File: src/hdl/rcd_pkg.sv
// shared widths, timing counts, control-word layout and carrier types for the parity and power-down block
package rcd_pkg;

	localparam int CS_W = 4;
	localparam int CKE_W = 2;
	localparam int ODT_W = 2;
	localparam int ADDR_W = 16;
	localparam int BA_W = 3;
	localparam int CNT_W = 4;
	localparam int CW_IDX_W = 4;

	// one shared address/command word, the only inputs covered by parity
	typedef struct packed {
		logic [ADDR_W-1:0] addr;
		logic [BA_W-1:0] ba;
		logic ras_n;
		logic cas_n;
		logic we_n;
	} cmd_t;

	// per-module control nets, left out of parity
	typedef struct packed {
		logic [CS_W-1:0] cs_n;
		logic [CKE_W-1:0] cke;
		logic [ODT_W-1:0] odt;
	} ctl_t;

	typedef enum {ST_ACTIVE, ST_PD, ST_EXIT} pd_state_t;

	// timing in input clock cycles
	localparam logic [CNT_W-1:0] IN_DIS_CYC = 4'h2;
	localparam logic [CNT_W-1:0] OUT_DIS_CYC = 4'h3;
	localparam logic [CNT_W-1:0] FIXED_CYC = 4'h8;
	localparam logic [CNT_W-1:0] CNT_MAX = 4'hF;
	localparam logic [CNT_W-1:0] CNT_ONE = 4'h1;
	localparam logic [CNT_W-1:0] CNT_ZERO = 4'h0;
	localparam logic [1:0] PERR_HOLD = 2'h1;

	// control-word index in addr low bits, value in ba
	localparam logic [CW_IDX_W-1:0] CW_FLOAT_IDX = 4'h1;
	localparam logic [CW_IDX_W-1:0] CW_PD_IDX = 4'h9;
	localparam int FLOAT_BIT = 0;
	localparam int PD_EN_BIT = 1;
	localparam int PD_KEEP_BIT = 0;

	localparam logic [CS_W-1:0] CS_IDLE = 4'hF;
	localparam logic [CKE_W-1:0] CKE_OFF = 2'h0;
	localparam logic [ODT_W-1:0] ODT_OFF = 2'h0;

endpackage : rcd_pkg

File: src/hdl/level_sync.sv
// two-flop synchroniser for levels arriving from outside the input clock domain
`timescale 1ns/100ps
`default_nettype none
module level_sync
(
	input wire logic clk_sys,
	input wire logic reset_n,
	input wire logic level_in,
	output logic level_out
);
	logic meta_r;
	logic meta_nxt;
	logic sync_r;
	logic sync_nxt;

	always_comb
	begin
		meta_nxt = level_in;
		sync_nxt = meta_r;
	end

	always_ff @(posedge clk_sys or negedge reset_n)
	begin
		if (!reset_n)
		begin
			meta_r <= 1'b0;
			sync_r <= 1'b0;
		end
		else
		begin
			meta_r <= meta_nxt;
			sync_r <= sync_nxt;
		end
	end

	assign level_out = sync_r;
endmodule : level_sync
`default_nettype wire

File: src/hdl/parity_check.sv
// even-parity check of the shared command word and open-drain error pulse timing
`timescale 1ns/100ps
`default_nettype none
module parity_check
(
	input wire logic clk_sys,
	input wire logic reset_n,
	input wire rcd_pkg::cmd_t data_in,
	input wire logic data_valid,
	input wire logic parity_in,
	input wire logic parity_en,
	input wire logic quiet,
	output logic check_valid,
	output logic check_bad,
	output logic err_low,
	output logic err_level
);
	import rcd_pkg::*;

	cmd_t data_r, data_nxt, data2_r, data2_nxt;
	logic valid_r, valid_nxt, valid2_r, valid2_nxt;
	logic par_r, par_nxt, det_r, det_nxt;
	logic err_r, err_nxt, lvl_r, lvl_nxt;
	logic [1:0] hold_r, hold_nxt;

	// parity of word n arrives with edge n+1, so the word waits one stage for it
	assign check_valid = valid2_r;
	assign check_bad = valid2_r & (^{data2_r, par_r});

	always_comb
	begin
		data_nxt = data_in;
		valid_nxt = data_valid;
		data2_nxt = data_r;
		valid2_nxt = valid_r;
		par_nxt = parity_en ? parity_in : par_r;
		det_nxt = check_bad;
		err_nxt = 1'b0;
		hold_nxt = hold_r;
		if (det_r)
		begin
			err_nxt = 1'b1;
			hold_nxt = PERR_HOLD;
		end
		else if (hold_r != 2'h0)
		begin
			err_nxt = 1'b1;
			hold_nxt = hold_r - 2'h1;
		end
		if (quiet)
		begin
			err_nxt = 1'b0;
			hold_nxt = 2'h0;
		end
		lvl_nxt = ~err_nxt;
	end

	always_ff @(posedge clk_sys or negedge reset_n)
	begin
		if (!reset_n)
		begin
			data_r <= '0;
			data2_r <= '0;
			valid_r <= 1'b0;
			valid2_r <= 1'b0;
			par_r <= 1'b0;
			det_r <= 1'b0;
			err_r <= 1'b0;
			lvl_r <= 1'b1;
			hold_r <= 2'h0;
		end
		else
		begin
			data_r <= data_nxt;
			data2_r <= data2_nxt;
			valid_r <= valid_nxt;
			valid2_r <= valid2_nxt;
			par_r <= par_nxt;
			det_r <= det_nxt;
			err_r <= err_nxt;
			lvl_r <= lvl_nxt;
			hold_r <= hold_nxt;
		end
	end

	assign err_low = err_r;
	assign err_level = lvl_r;
endmodule : parity_check
`default_nettype wire

File: src/hdl/rcd_power_ctrl.sv
// parity reporting, chip-select float, clock-enable power-down and clock-stop control of the registering driver
// Operation
// - Error pin goes low three clocks after the failing word is registered.
// - Error pin stays low at least two clocks unless reset or clock stop intervenes.
// - Error pin released on fifth clock after the last failing word.
// - Only shared address and command inputs enter the parity sum.
// - Words with every chip select high are never reported.
// - Control-word writes are parity checked; a failing write is dropped.
// - Clock stopped: all outputs float except clock enables driven low.
// - Control words survive clock stop; only reset clears them.
// - Float option with all selects high floats the gated outputs.
// - Reset beats power saving: floats, error high, cke low, termination off.
// - Power-down entered when both clock enables latch low after a fall.
// - A command selected on the entry cycle is forwarded with cke low.
// - Keep bit chooses termination off or on during power-down.
// - Receivers off after the input delay; parity input stays one clock longer.
// - Termination off: odt and cke low, gated outputs float after delay.
// - Termination on: odt receivers stay active and odt follows input.
// - Rising cke drives cke out high, selects high, odt low if off.
// - Address/command outputs held at fixed levels for the fixed time before following inputs.
// - Selects held high at most one clock on exit, otherwise follow.
`timescale 1ns/100ps
`default_nettype none
module rcd_power_ctrl
(
	input wire logic clk_sys,
	input wire logic reset_n,
	input wire rcd_pkg::cmd_t cmd_in,
	input wire rcd_pkg::ctl_t ctl_in,
	input wire logic parity_in,
	input wire logic clock_stop_in,
	output rcd_pkg::cmd_t cmd_out,
	output logic cmd_oe,
	output rcd_pkg::ctl_t ctl_out,
	output logic cs_oe,
	output logic odt_oe,
	output logic parity_error_out,
	output logic parity_error_oe,
	output logic clock_out_en,
	output logic ibt_en,
	output logic rx_en,
	output logic power_down
);
	import rcd_pkg::*;

	pd_state_t st_r, st_nxt;
	logic [CNT_W-1:0] cnt_r, cnt_nxt;
	cmd_t cmd_out_r, cmd_out_nxt;
	ctl_t ctl_out_r, ctl_out_nxt;
	logic cmd_oe_r, cmd_oe_nxt, cs_oe_r, cs_oe_nxt, odt_oe_r, odt_oe_nxt;
	logic clk_en_r, clk_en_nxt, ibt_r, ibt_nxt, rx_en_r, rx_en_nxt;
	logic rx_dly_r, rx_dly_nxt, pd_r, pd_nxt;
	logic [CKE_W-1:0] cke_prev_r, cke_prev_nxt;
	logic float_en_r, float_en_nxt, pd_en_r, pd_en_nxt, keep_r, keep_nxt;
	logic pend1_r, pend1_nxt, pend2_r, pend2_nxt;
	cmd_t cw1_r, cw1_nxt, cw2_r, cw2_nxt;
	logic halt_s, cs_idle, cw_acc, pd_enter, chk_valid, chk_bad, chk_err_low, chk_err_lvl;
	logic [CW_IDX_W-1:0] cw_idx;

	level_sync u_halt_sync
	(
		.clk_sys(clk_sys),
		.reset_n(reset_n),
		.level_in(clock_stop_in),
		.level_out(halt_s)
	);

	assign cs_idle = &ctl_in.cs_n;
	// in ST_ACTIVE with receivers on, both dual selects low is a control-word access, never a DRAM command
	assign cw_acc = (st_r == ST_ACTIVE) && rx_en_r && !halt_s && !ctl_in.cs_n[0] && !ctl_in.cs_n[1];
	assign pd_enter = (st_r == ST_ACTIVE) && pd_en_r && (ctl_in.cke == CKE_OFF) && (cke_prev_r != CKE_OFF);
	assign cw_idx = cw2_r.addr[CW_IDX_W-1:0];

	// only the shared word feeds the check; selects, cke and odt stay out
	parity_check u_parity
	(
		.clk_sys(clk_sys),
		.reset_n(reset_n),
		.data_in(cmd_in),
		.data_valid((st_r == ST_ACTIVE) && rx_en_r && !halt_s && !cs_idle),
		.parity_in(parity_in),
		.parity_en(rx_en_r || rx_dly_r),
		.quiet(halt_s),
		.check_valid(chk_valid),
		.check_bad(chk_bad),
		.err_low(chk_err_low),
		.err_level(chk_err_lvl)
	);

	always_comb
	begin
		st_nxt = st_r;
		cnt_nxt = (cnt_r == CNT_MAX) ? cnt_r : cnt_r + CNT_ONE;
		cmd_out_nxt = cmd_out_r;
		ctl_out_nxt = ctl_out_r;
		cmd_oe_nxt = cmd_oe_r;
		cs_oe_nxt = cs_oe_r;
		odt_oe_nxt = odt_oe_r;
		clk_en_nxt = 1'b1;
		ibt_nxt = ibt_r;
		rx_en_nxt = rx_en_r;
		rx_dly_nxt = rx_en_r;
		pd_nxt = 1'b0;
		cke_prev_nxt = ctl_in.cke;
		unique case (st_r)
			ST_ACTIVE:
			begin
				rx_en_nxt = 1'b1;
				ibt_nxt = 1'b1;
				cs_oe_nxt = 1'b1;
				odt_oe_nxt = 1'b1;
				ctl_out_nxt.cke = ctl_in.cke;
				ctl_out_nxt.odt = ctl_in.odt;
				if (cw_acc)
				begin
					// control-word access keeps the DRAM side quiet
					ctl_out_nxt.cs_n = CS_IDLE;
				end
				else
				begin
					ctl_out_nxt.cs_n = ctl_in.cs_n;
					cmd_out_nxt = cmd_in;
				end
				cmd_oe_nxt = !(float_en_r && cs_idle);
				if (pd_enter)
				begin
					st_nxt = ST_PD;
					cnt_nxt = CNT_ZERO;
					pd_nxt = 1'b1;
				end
			end
			ST_PD:
			begin
				pd_nxt = 1'b1;
				ctl_out_nxt.cke = CKE_OFF;
				ibt_nxt = keep_r;
				rx_en_nxt = (cnt_r < IN_DIS_CYC);
				ctl_out_nxt.odt = keep_r ? ctl_in.odt : ODT_OFF;
				odt_oe_nxt = 1'b1;
				if (cnt_r >= OUT_DIS_CYC)
				begin
					cmd_oe_nxt = 1'b0;
					cs_oe_nxt = 1'b0;
				end
				if (ctl_in.cke != CKE_OFF)
				begin
					st_nxt = ST_EXIT;
					cnt_nxt = CNT_ZERO;
					ctl_out_nxt.cke = ctl_in.cke;
					ctl_out_nxt.cs_n = CS_IDLE;
					ctl_out_nxt.odt = keep_r ? ctl_in.odt : ODT_OFF;
					cmd_oe_nxt = 1'b1;
					cs_oe_nxt = 1'b1;
					rx_en_nxt = 1'b1;
					ibt_nxt = 1'b1;
					pd_nxt = 1'b0;
				end
			end
			ST_EXIT:
			begin
				// address/command stays frozen while receivers settle
				ctl_out_nxt.cke = ctl_in.cke;
				ctl_out_nxt.cs_n = ctl_in.cs_n;
				ctl_out_nxt.odt = keep_r ? ctl_in.odt : ODT_OFF;
				rx_en_nxt = 1'b1;
				ibt_nxt = 1'b1;
				cmd_oe_nxt = 1'b1;
				cs_oe_nxt = 1'b1;
				if (cnt_r >= FIXED_CYC)
				begin
					st_nxt = ST_ACTIVE;
				end
			end
		endcase
		if (halt_s)
		begin
			// clock stopped: only cke stays driven, and it is low
			st_nxt = ST_ACTIVE;
			ctl_out_nxt.cke = CKE_OFF;
			cmd_oe_nxt = 1'b0;
			cs_oe_nxt = 1'b0;
			odt_oe_nxt = 1'b0;
			clk_en_nxt = 1'b0;
			rx_en_nxt = 1'b0;
			ibt_nxt = 1'b0;
			pd_nxt = 1'b0;
		end
	end

	// control words: a write lands two edges later, once its parity has been judged
	always_comb
	begin
		pend1_nxt = cw_acc;
		cw1_nxt = cmd_in;
		pend2_nxt = pend1_r;
		cw2_nxt = cw1_r;
		float_en_nxt = float_en_r;
		pd_en_nxt = pd_en_r;
		keep_nxt = keep_r;
		if (pend2_r && chk_valid && !chk_bad)
		begin
			if (cw_idx == CW_FLOAT_IDX)
			begin
				float_en_nxt = cw2_r.ba[FLOAT_BIT];
			end
			if (cw_idx == CW_PD_IDX)
			begin
				pd_en_nxt = cw2_r.ba[PD_EN_BIT];
				keep_nxt = cw2_r.ba[PD_KEEP_BIT];
			end
		end
	end

	always_ff @(posedge clk_sys or negedge reset_n)
	begin
		if (!reset_n)
		begin
			st_r <= ST_ACTIVE;
			cnt_r <= CNT_ZERO;
			cmd_out_r <= '0;
			ctl_out_r <= {CS_IDLE, CKE_OFF, ODT_OFF};
			cmd_oe_r <= 1'b0;
			cs_oe_r <= 1'b0;
			odt_oe_r <= 1'b0;
			clk_en_r <= 1'b0;
			ibt_r <= 1'b0;
			rx_en_r <= 1'b0;
			rx_dly_r <= 1'b0;
			pd_r <= 1'b0;
			cke_prev_r <= CKE_OFF;
		end
		else
		begin
			st_r <= st_nxt;
			cnt_r <= cnt_nxt;
			cmd_out_r <= cmd_out_nxt;
			ctl_out_r <= ctl_out_nxt;
			cmd_oe_r <= cmd_oe_nxt;
			cs_oe_r <= cs_oe_nxt;
			odt_oe_r <= odt_oe_nxt;
			clk_en_r <= clk_en_nxt;
			ibt_r <= ibt_nxt;
			rx_en_r <= rx_en_nxt;
			rx_dly_r <= rx_dly_nxt;
			pd_r <= pd_nxt;
			cke_prev_r <= cke_prev_nxt;
		end
	end

	// clock stop leaves these alone, only reset clears them
	always_ff @(posedge clk_sys or negedge reset_n)
	begin
		if (!reset_n)
		begin
			pend1_r <= 1'b0;
			pend2_r <= 1'b0;
			cw1_r <= '0;
			cw2_r <= '0;
			float_en_r <= 1'b0;
			pd_en_r <= 1'b0;
			keep_r <= 1'b0;
		end
		else
		begin
			pend1_r <= pend1_nxt;
			pend2_r <= pend2_nxt;
			cw1_r <= cw1_nxt;
			cw2_r <= cw2_nxt;
			float_en_r <= float_en_nxt;
			pd_en_r <= pd_en_nxt;
			keep_r <= keep_nxt;
		end
	end

	assign cmd_out = cmd_out_r;
	assign cmd_oe = cmd_oe_r;
	assign ctl_out = ctl_out_r;
	assign cs_oe = cs_oe_r;
	assign odt_oe = odt_oe_r;
	assign parity_error_out = chk_err_lvl;
	assign parity_error_oe = chk_err_low;
	assign clock_out_en = clk_en_r;
	assign ibt_en = ibt_r;
	assign rx_en = rx_en_r;
	assign power_down = pd_r;
endmodule : rcd_power_ctrl
`default_nettype wire

File: config.mk
export PLATFORM = sky130hd
export DESIGN_NAME = rcd_power_ctrl
export DESIGN_NICKNAME = d
export VERILOG_FILES = /design/src/hdl/rcd_pkg.sv /design/src/hdl/level_sync.sv /design/src/hdl/parity_check.sv /design/src/hdl/rcd_power_ctrl.sv
export SDC_FILE = /design/constraint.sdc
export NUM_CORES = 1
export LEC_CHECK = 0
export BUFFER_PORTS_ARGS = -buffer_cell sky130_fd_sc_hd__clkbuf_2
export CAP_MARGIN = 15
export CORE_MARGIN = 2
export CORE_UTILIZATION = 30
export DETAILED_ROUTE_END_ITERATION = 8
export PLACE_DENSITY = 0.58
export SKIP_CTS_REPAIR_TIMING = 1
export SLEW_MARGIN = 20
export SYNTH_ARGS = -nofsm -noshare
export SYNTH_HDL_FRONTEND = slang
export SYNTH_HIERARCHICAL = 1
export SYNTH_SLANG_ARGS = --single-unit
File: constraint.sdc
create_clock -name clk_sys -period 2.8 [get_ports clk_sys]
set_input_delay 0.28 -clock clk_sys [delete_from_list [all_inputs] [get_ports clk_sys]]
set_output_delay 0.28 -clock clk_sys [all_outputs]
set_load 0.1 [all_outputs]
Yosys cells after proc, flatten, opt, wreduce, memory -nomap -nowiden. Index checks and enable logic that the tools add are counted.

$add $sub $neg: 2. Magnitude comparators: 3. Eq/ne operators: 10. Multiplexer cells: 39. Bitwise logic cells: 3. Reduce and logical (&&, ||, !) cells: 34.

Operator list (number): 2-to-1 mux 32 bit (4); one-hot mux 32 bit (3 select lines) (1); logical NOT 32 bit (2); equality test 32 x 1 -> 1 bit, second input constant (1); equality test 32 x 2 -> 1 bit, second input constant (1); one-hot mux 8 bit (3 select lines) (1); parity 23 bit (1); 2-to-1 mux 1 bit (17); 2-to-1 mux 4 bit (4); logical AND 1 bit (11); 2-to-1 mux 2 bit (5); inequality test 3 x 2 -> 1 bit, second input constant (3); equality test 4 bit, second input constant (2); 2-to-1 mux 8 bit (1); one-hot mux 1 bit (2 select lines) (4); one-hot mux 4 bit (2 select lines) (1); nonzero test 2 bit (4); logical NOT 1 bit (6); AND reduction 2 bit (3); adder 4 x 1 -> 4 bit, second input constant (1); equality test 4 x 1 -> 1 bit, second input constant (1); greater-or-equal comparator 4 x 2 -> 1 bit, second input constant (1); greater-or-equal comparator 4 bit, second input constant (1); < comparator 4 x 2 -> 1 bit, second input constant (1); 12 further kinds (14).

Bits in registers: 135. Input port bits: 34. Output and inout port bits: 39. Logic and storage cells: 134.

Depth between registers and ports, before layout.
Word-level depth: 8. Mapped depth: 8. Mapped depth without buffers: 8.

By module. Netlist, hierarchy kept.

By module, submodules not included: rcd_power_ctrl (times used 1, cells an instance 179, area an instance 2518.7 sq um, sequential area each 1581.5 sq um); parity_check (times used 1, cells an instance 86, area an instance 1580.3 sq um, sequential area each 1302.5 sq um); level_sync (times used 1, cells an instance 2, area an instance 50.0 sq um, sequential area each 50.0 sq um).

Worst setup path before layout. No wires, ideal clock.

Path kind: register -> register. From: register u_parity/data2_r[15] (netlist name). To: register keep_r. Library setup time: 125 ps. Arrival time: 2140 ps. Required time: 2675 ps. Slack: 535 ps. Cell stages (with the launch flop): 9. Path buffers: 0. Period minus slack after synthesis: 2265 ps. Cell sequence: dfrtp_1 xnor2_1 xnor2_1 xnor2_1 xnor3_1 and2_1 nor4b_1 nand4_1 mux2_2.

Cells in the longest elaborated chain, start to end: 5.

Ends and longest elaborated chain: from (decl) (line parity_check.sv:20) `cmd_t data_r, data_nxt, data2_r, data2_nxt;`; from (signal assigned) (line parity_check.sv:75) `data2_r <= data2_nxt;`; parity 23 bit (line parity_check.sv:28) `assign check_bad = valid2_r & (^{data2_r, par_r});`; bitwise AND 1 bit (line parity_check.sv:28); named net chk_bad (line rcd_power_ctrl.sv:57) `logic halt_s, cs_idle, cw_acc, pd_enter, chk_valid, chk_bad, chk_err_low, chk_err_lvl;`; logical NOT 1 bit (line rcd_power_ctrl.sv:200) `if (pend2_r && chk_valid && !chk_bad)`; logical AND 1 bit (line rcd_power_ctrl.sv:200); AND reduction 2 bit (no line); to (signal assigned) (line rcd_power_ctrl.sv:271) `keep_r <= keep_nxt;`; to (decl) (line rcd_power_ctrl.sv:54) `logic float_en_r, float_en_nxt, pd_en_r, pd_en_nxt, keep_r, keep_nxt;`.

The timed path passes the listed nets, and every way through them passes these cells. A chain may end at the register's enable or synchronous reset.

Final worst setup path.
From: register u_parity/data2_r[19] (netlist name). To: register pd_en_r.

Cells in the longest elaborated chain, start to end: 5.

Ends and longest elaborated chain: parity 23 bit (line parity_check.sv:28); bitwise AND 1 bit (line parity_check.sv:28); named net chk_bad (line rcd_power_ctrl.sv:57); logical NOT 1 bit (line rcd_power_ctrl.sv:200); logical AND 1 bit (line rcd_power_ctrl.sv:200); AND reduction 2 bit (no line); to (signal assigned) (line rcd_power_ctrl.sv:270) `pd_en_r <= pd_en_nxt;`; to (decl) (line rcd_power_ctrl.sv:54).

The timed path passes the listed nets, and every way through them passes these cells.

==> qor.txt <==
status: finished, final reports clean
number of DRC markers in iteration 0: 161
initial core utilization: 31.0%
die height: 122 um
Avg Cell Area, Syn: 15.5 um2
row count: 42
share of layout cells above drive strength 1: 36.8%
peak supply drop: 0.000392 V
RSZ-0062 raised after global routing: false
Data required, critical path: 3.08 ns
Fin. Hold Viols: 0
PwrDens: 877 nW/um2
EDFF count, synth: 0
first-pass GRT wire length: 11900 um
filler cell count: 1233
multi-input combinational cell area: 1120 um2
CP peak stage delay: 0.39 ns
final period utilization: 87.4%
Sequential Area: 2930 um2
CTS tree: yes
DRT Wirelength: 7360 um
leading post-synthesis cells by cell area: dfrtp_1, mux2_2, xnor2_1, dfstp_2, ha_1
Global Route Usage Sum: 10.7%
Worst-Skew Late Latency: 0.41 ns
Critical-path top delay cell: xnor3_1
Clock Sinks: 117
DRC: 0
final slew viol count: 0
IO Port Bufs: 72
Ports: 73
crit path DAT: 2.73 ns
Syn. warnings: 6
share of Yosys cell area claimed by the top area cell type: 67.6%
Core Area: 13400 um2
Fmax: 409 MHz
Clock Tree Buf Depth: 2
synthesized net count: 307
Syn Inst Count: 267
grt ovf: 0
Clock Skews: 0.00948 ns
crit-path max FO: 2
CP Cell Sequence: xnor2_1 > xnor2_1 > xnor2_1 > xnor3_1 > and2_1 > nor4b_1 > nand4_1 > mux2_2
Yosys top cell by area: dfrtp_1
Routed Antenna Nets: 0
Die ar.: 14800 um2
Root Driver: clkbuf_16
Final setup viols: 0
number of global-route vias before repair: 2386
Nets: 418
Avg WL per Cell: 13.0 um
routability cong.: 0.743
vias per cell: 4.21
Worst Path Buf+Inv: 0
cell family with most CP delay: XOR/XNOR gates
Hold Startpoint: cmd_in[8]
Critical Setup Path Class: reg -> reg
P_leak: 2.47 nW
largest net degree at the start of global routing: 49
Max-Slew Margin vs Limit: 61.7%
Distinct cells, synth: 44
CP Capture Type: register
worst hold path type: in -> reg
Worst setup startpoint: u_parity/data2_r[19]
initial antenna violation count: 0
crit-path most repeated cell: xnor2_1
total CTS buffers: 17
die width: 122 um
Ant. Diodes: 0
via count: 2388
DP Wirelength: 4940 um
maxcap violations: 0
count leader, synth: dfrtp_1
actual slew at the worst max-slew pin: 0.566 ns
fin crit period: 2.45 ns
Seq/Total Area, Yosys: 70.7%
Pre-antenna DRT Iters: 4
Final Power: 4.82 mW
Seq cells post-synth: 117
startpoint types: register
most frequent cells after synthesis: dfrtp_1, mux2_2, xnor2_1
Syn-to-layout area delta: 32.4%
H-tree Lvls: 4
synthesized area: 4150 um2
worst r2r src: u_parity/data2_r[19]
setup_tns: 0 ns
dominant synthesized flop cell: dfrtp_1
post-synthesis async set-or-reset flop share: 100%
Clock Pin Slew Worst Setup and Hold Paths: 0.06 ns
==> placed cells by master (no fill, tap or decap), types with 2 or more instances in the layout <==
master,instances
nand2b_1,3
o21a_1,3
nand4_1,2
mux2i_1,4
nand2_1,7
ha_1,6
o41ai_1,2
mux2_1,3
clkbuf_2,71
clkinvlp_4,4
dfstp_2,5
nand3_1,2
nor2b_1,3
and2_1,3
dfrtp_1,112
o21ai_0,3
and3_1,2
clkbuf_16,17
xor2_1,4
nor3_1,4
clkinv_4,4
a21oi_1,3
a22oi_1,2
mux2_2,24
buf_4,6
nor2_1,14
inv_6,3
dlygate4sd3_1,21
xnor2_1,18
inv_1,10
a31oi_1,5
==> metrics by stage <==
stage	hold WS (ns)	std cells	setup WS [ns]	utilization [%]	cell area, um2
finish	0.0249	567	0.353	41.0	5490
global route	0.00718	567	0.150	41.0	5490
CTS	-0.114	546	0.330	39.4	5280
detailed placement	0.322	514	0.367	35.2	4710
global placement	0.308	514	0.414	35.2	4710
floorplan	-0.0156	267	0.535	-	4150
==> final timing paths <==
| check | to | slack, ns | cells after the start |
|---|---|---|---|
| min in group asynchronous | cmd_out[21] | 0.43 | 2 |
| worst min-delay path | u_parity/data2_nxt[8] | 0.02 | 1 |
| worst min register to register | u_parity/data2_r[18] | 0.34 | 0 |
| max in group asynchronous | cw1_r[6] | 1.59 | 3 |
| worst max-delay path | pd_en_r | 0.35 | 8 |
| worst max register to register | pd_en_r | 0.35 | 8 |
==> registers in the layout, summed over array words and instances, names as in the netlist, 2 cells and up <==
name                flops
cke_prev_r              2
u_parity/hold_r         2
cmd_out                22
cw2_r                   6
cw1_r                   6
ctl_out                 8
cnt_r                   4
u_parity/data2_nxt     22
st_r                    2
u_parity/data2_r       22
==> cell type report <==
type,instances,area share (%)
inverter,10,0.684
sequential,117,53.4
tap,176,4.01
timing repair buffer,98,11.1
multi-input combinational,134,20.4
clock buffer,19,8.07
clock inverter,13,2.30
==> kinds of logic after synthesis <==
family / share of synthesized area [%]
AO/OA/AOI/OAI: 4.40
adder cells (fa/ha/maj): 1.81
flip-flops: 70.7
multiplexers: 8.29
XOR/XNOR: 5.19
buffers and inverters: 2.29
AND/OR/NAND/NOR: 7.30
==> power by group <==
part	internal, mW	leakage [nW]	switching, mW
Clock	1.25	0.267	0.782
Sequential	1.85	1.38	0.0946
Combinational	0.257	0.822	0.585
Total	3.36	2.47	1.46
==> layer usage <==
layer	global-route usage (%)	vias up	wire length (um)	share of wire (%)
li1	-	1136	-	-
met5	0	-	0	0
met3	4.26	8	320	4.3
met4	5.60	0	139	1.9
met1	13.5	1185	3350	46
met2	16.0	59	3550	48
Power figures use the tool's default switching activity.
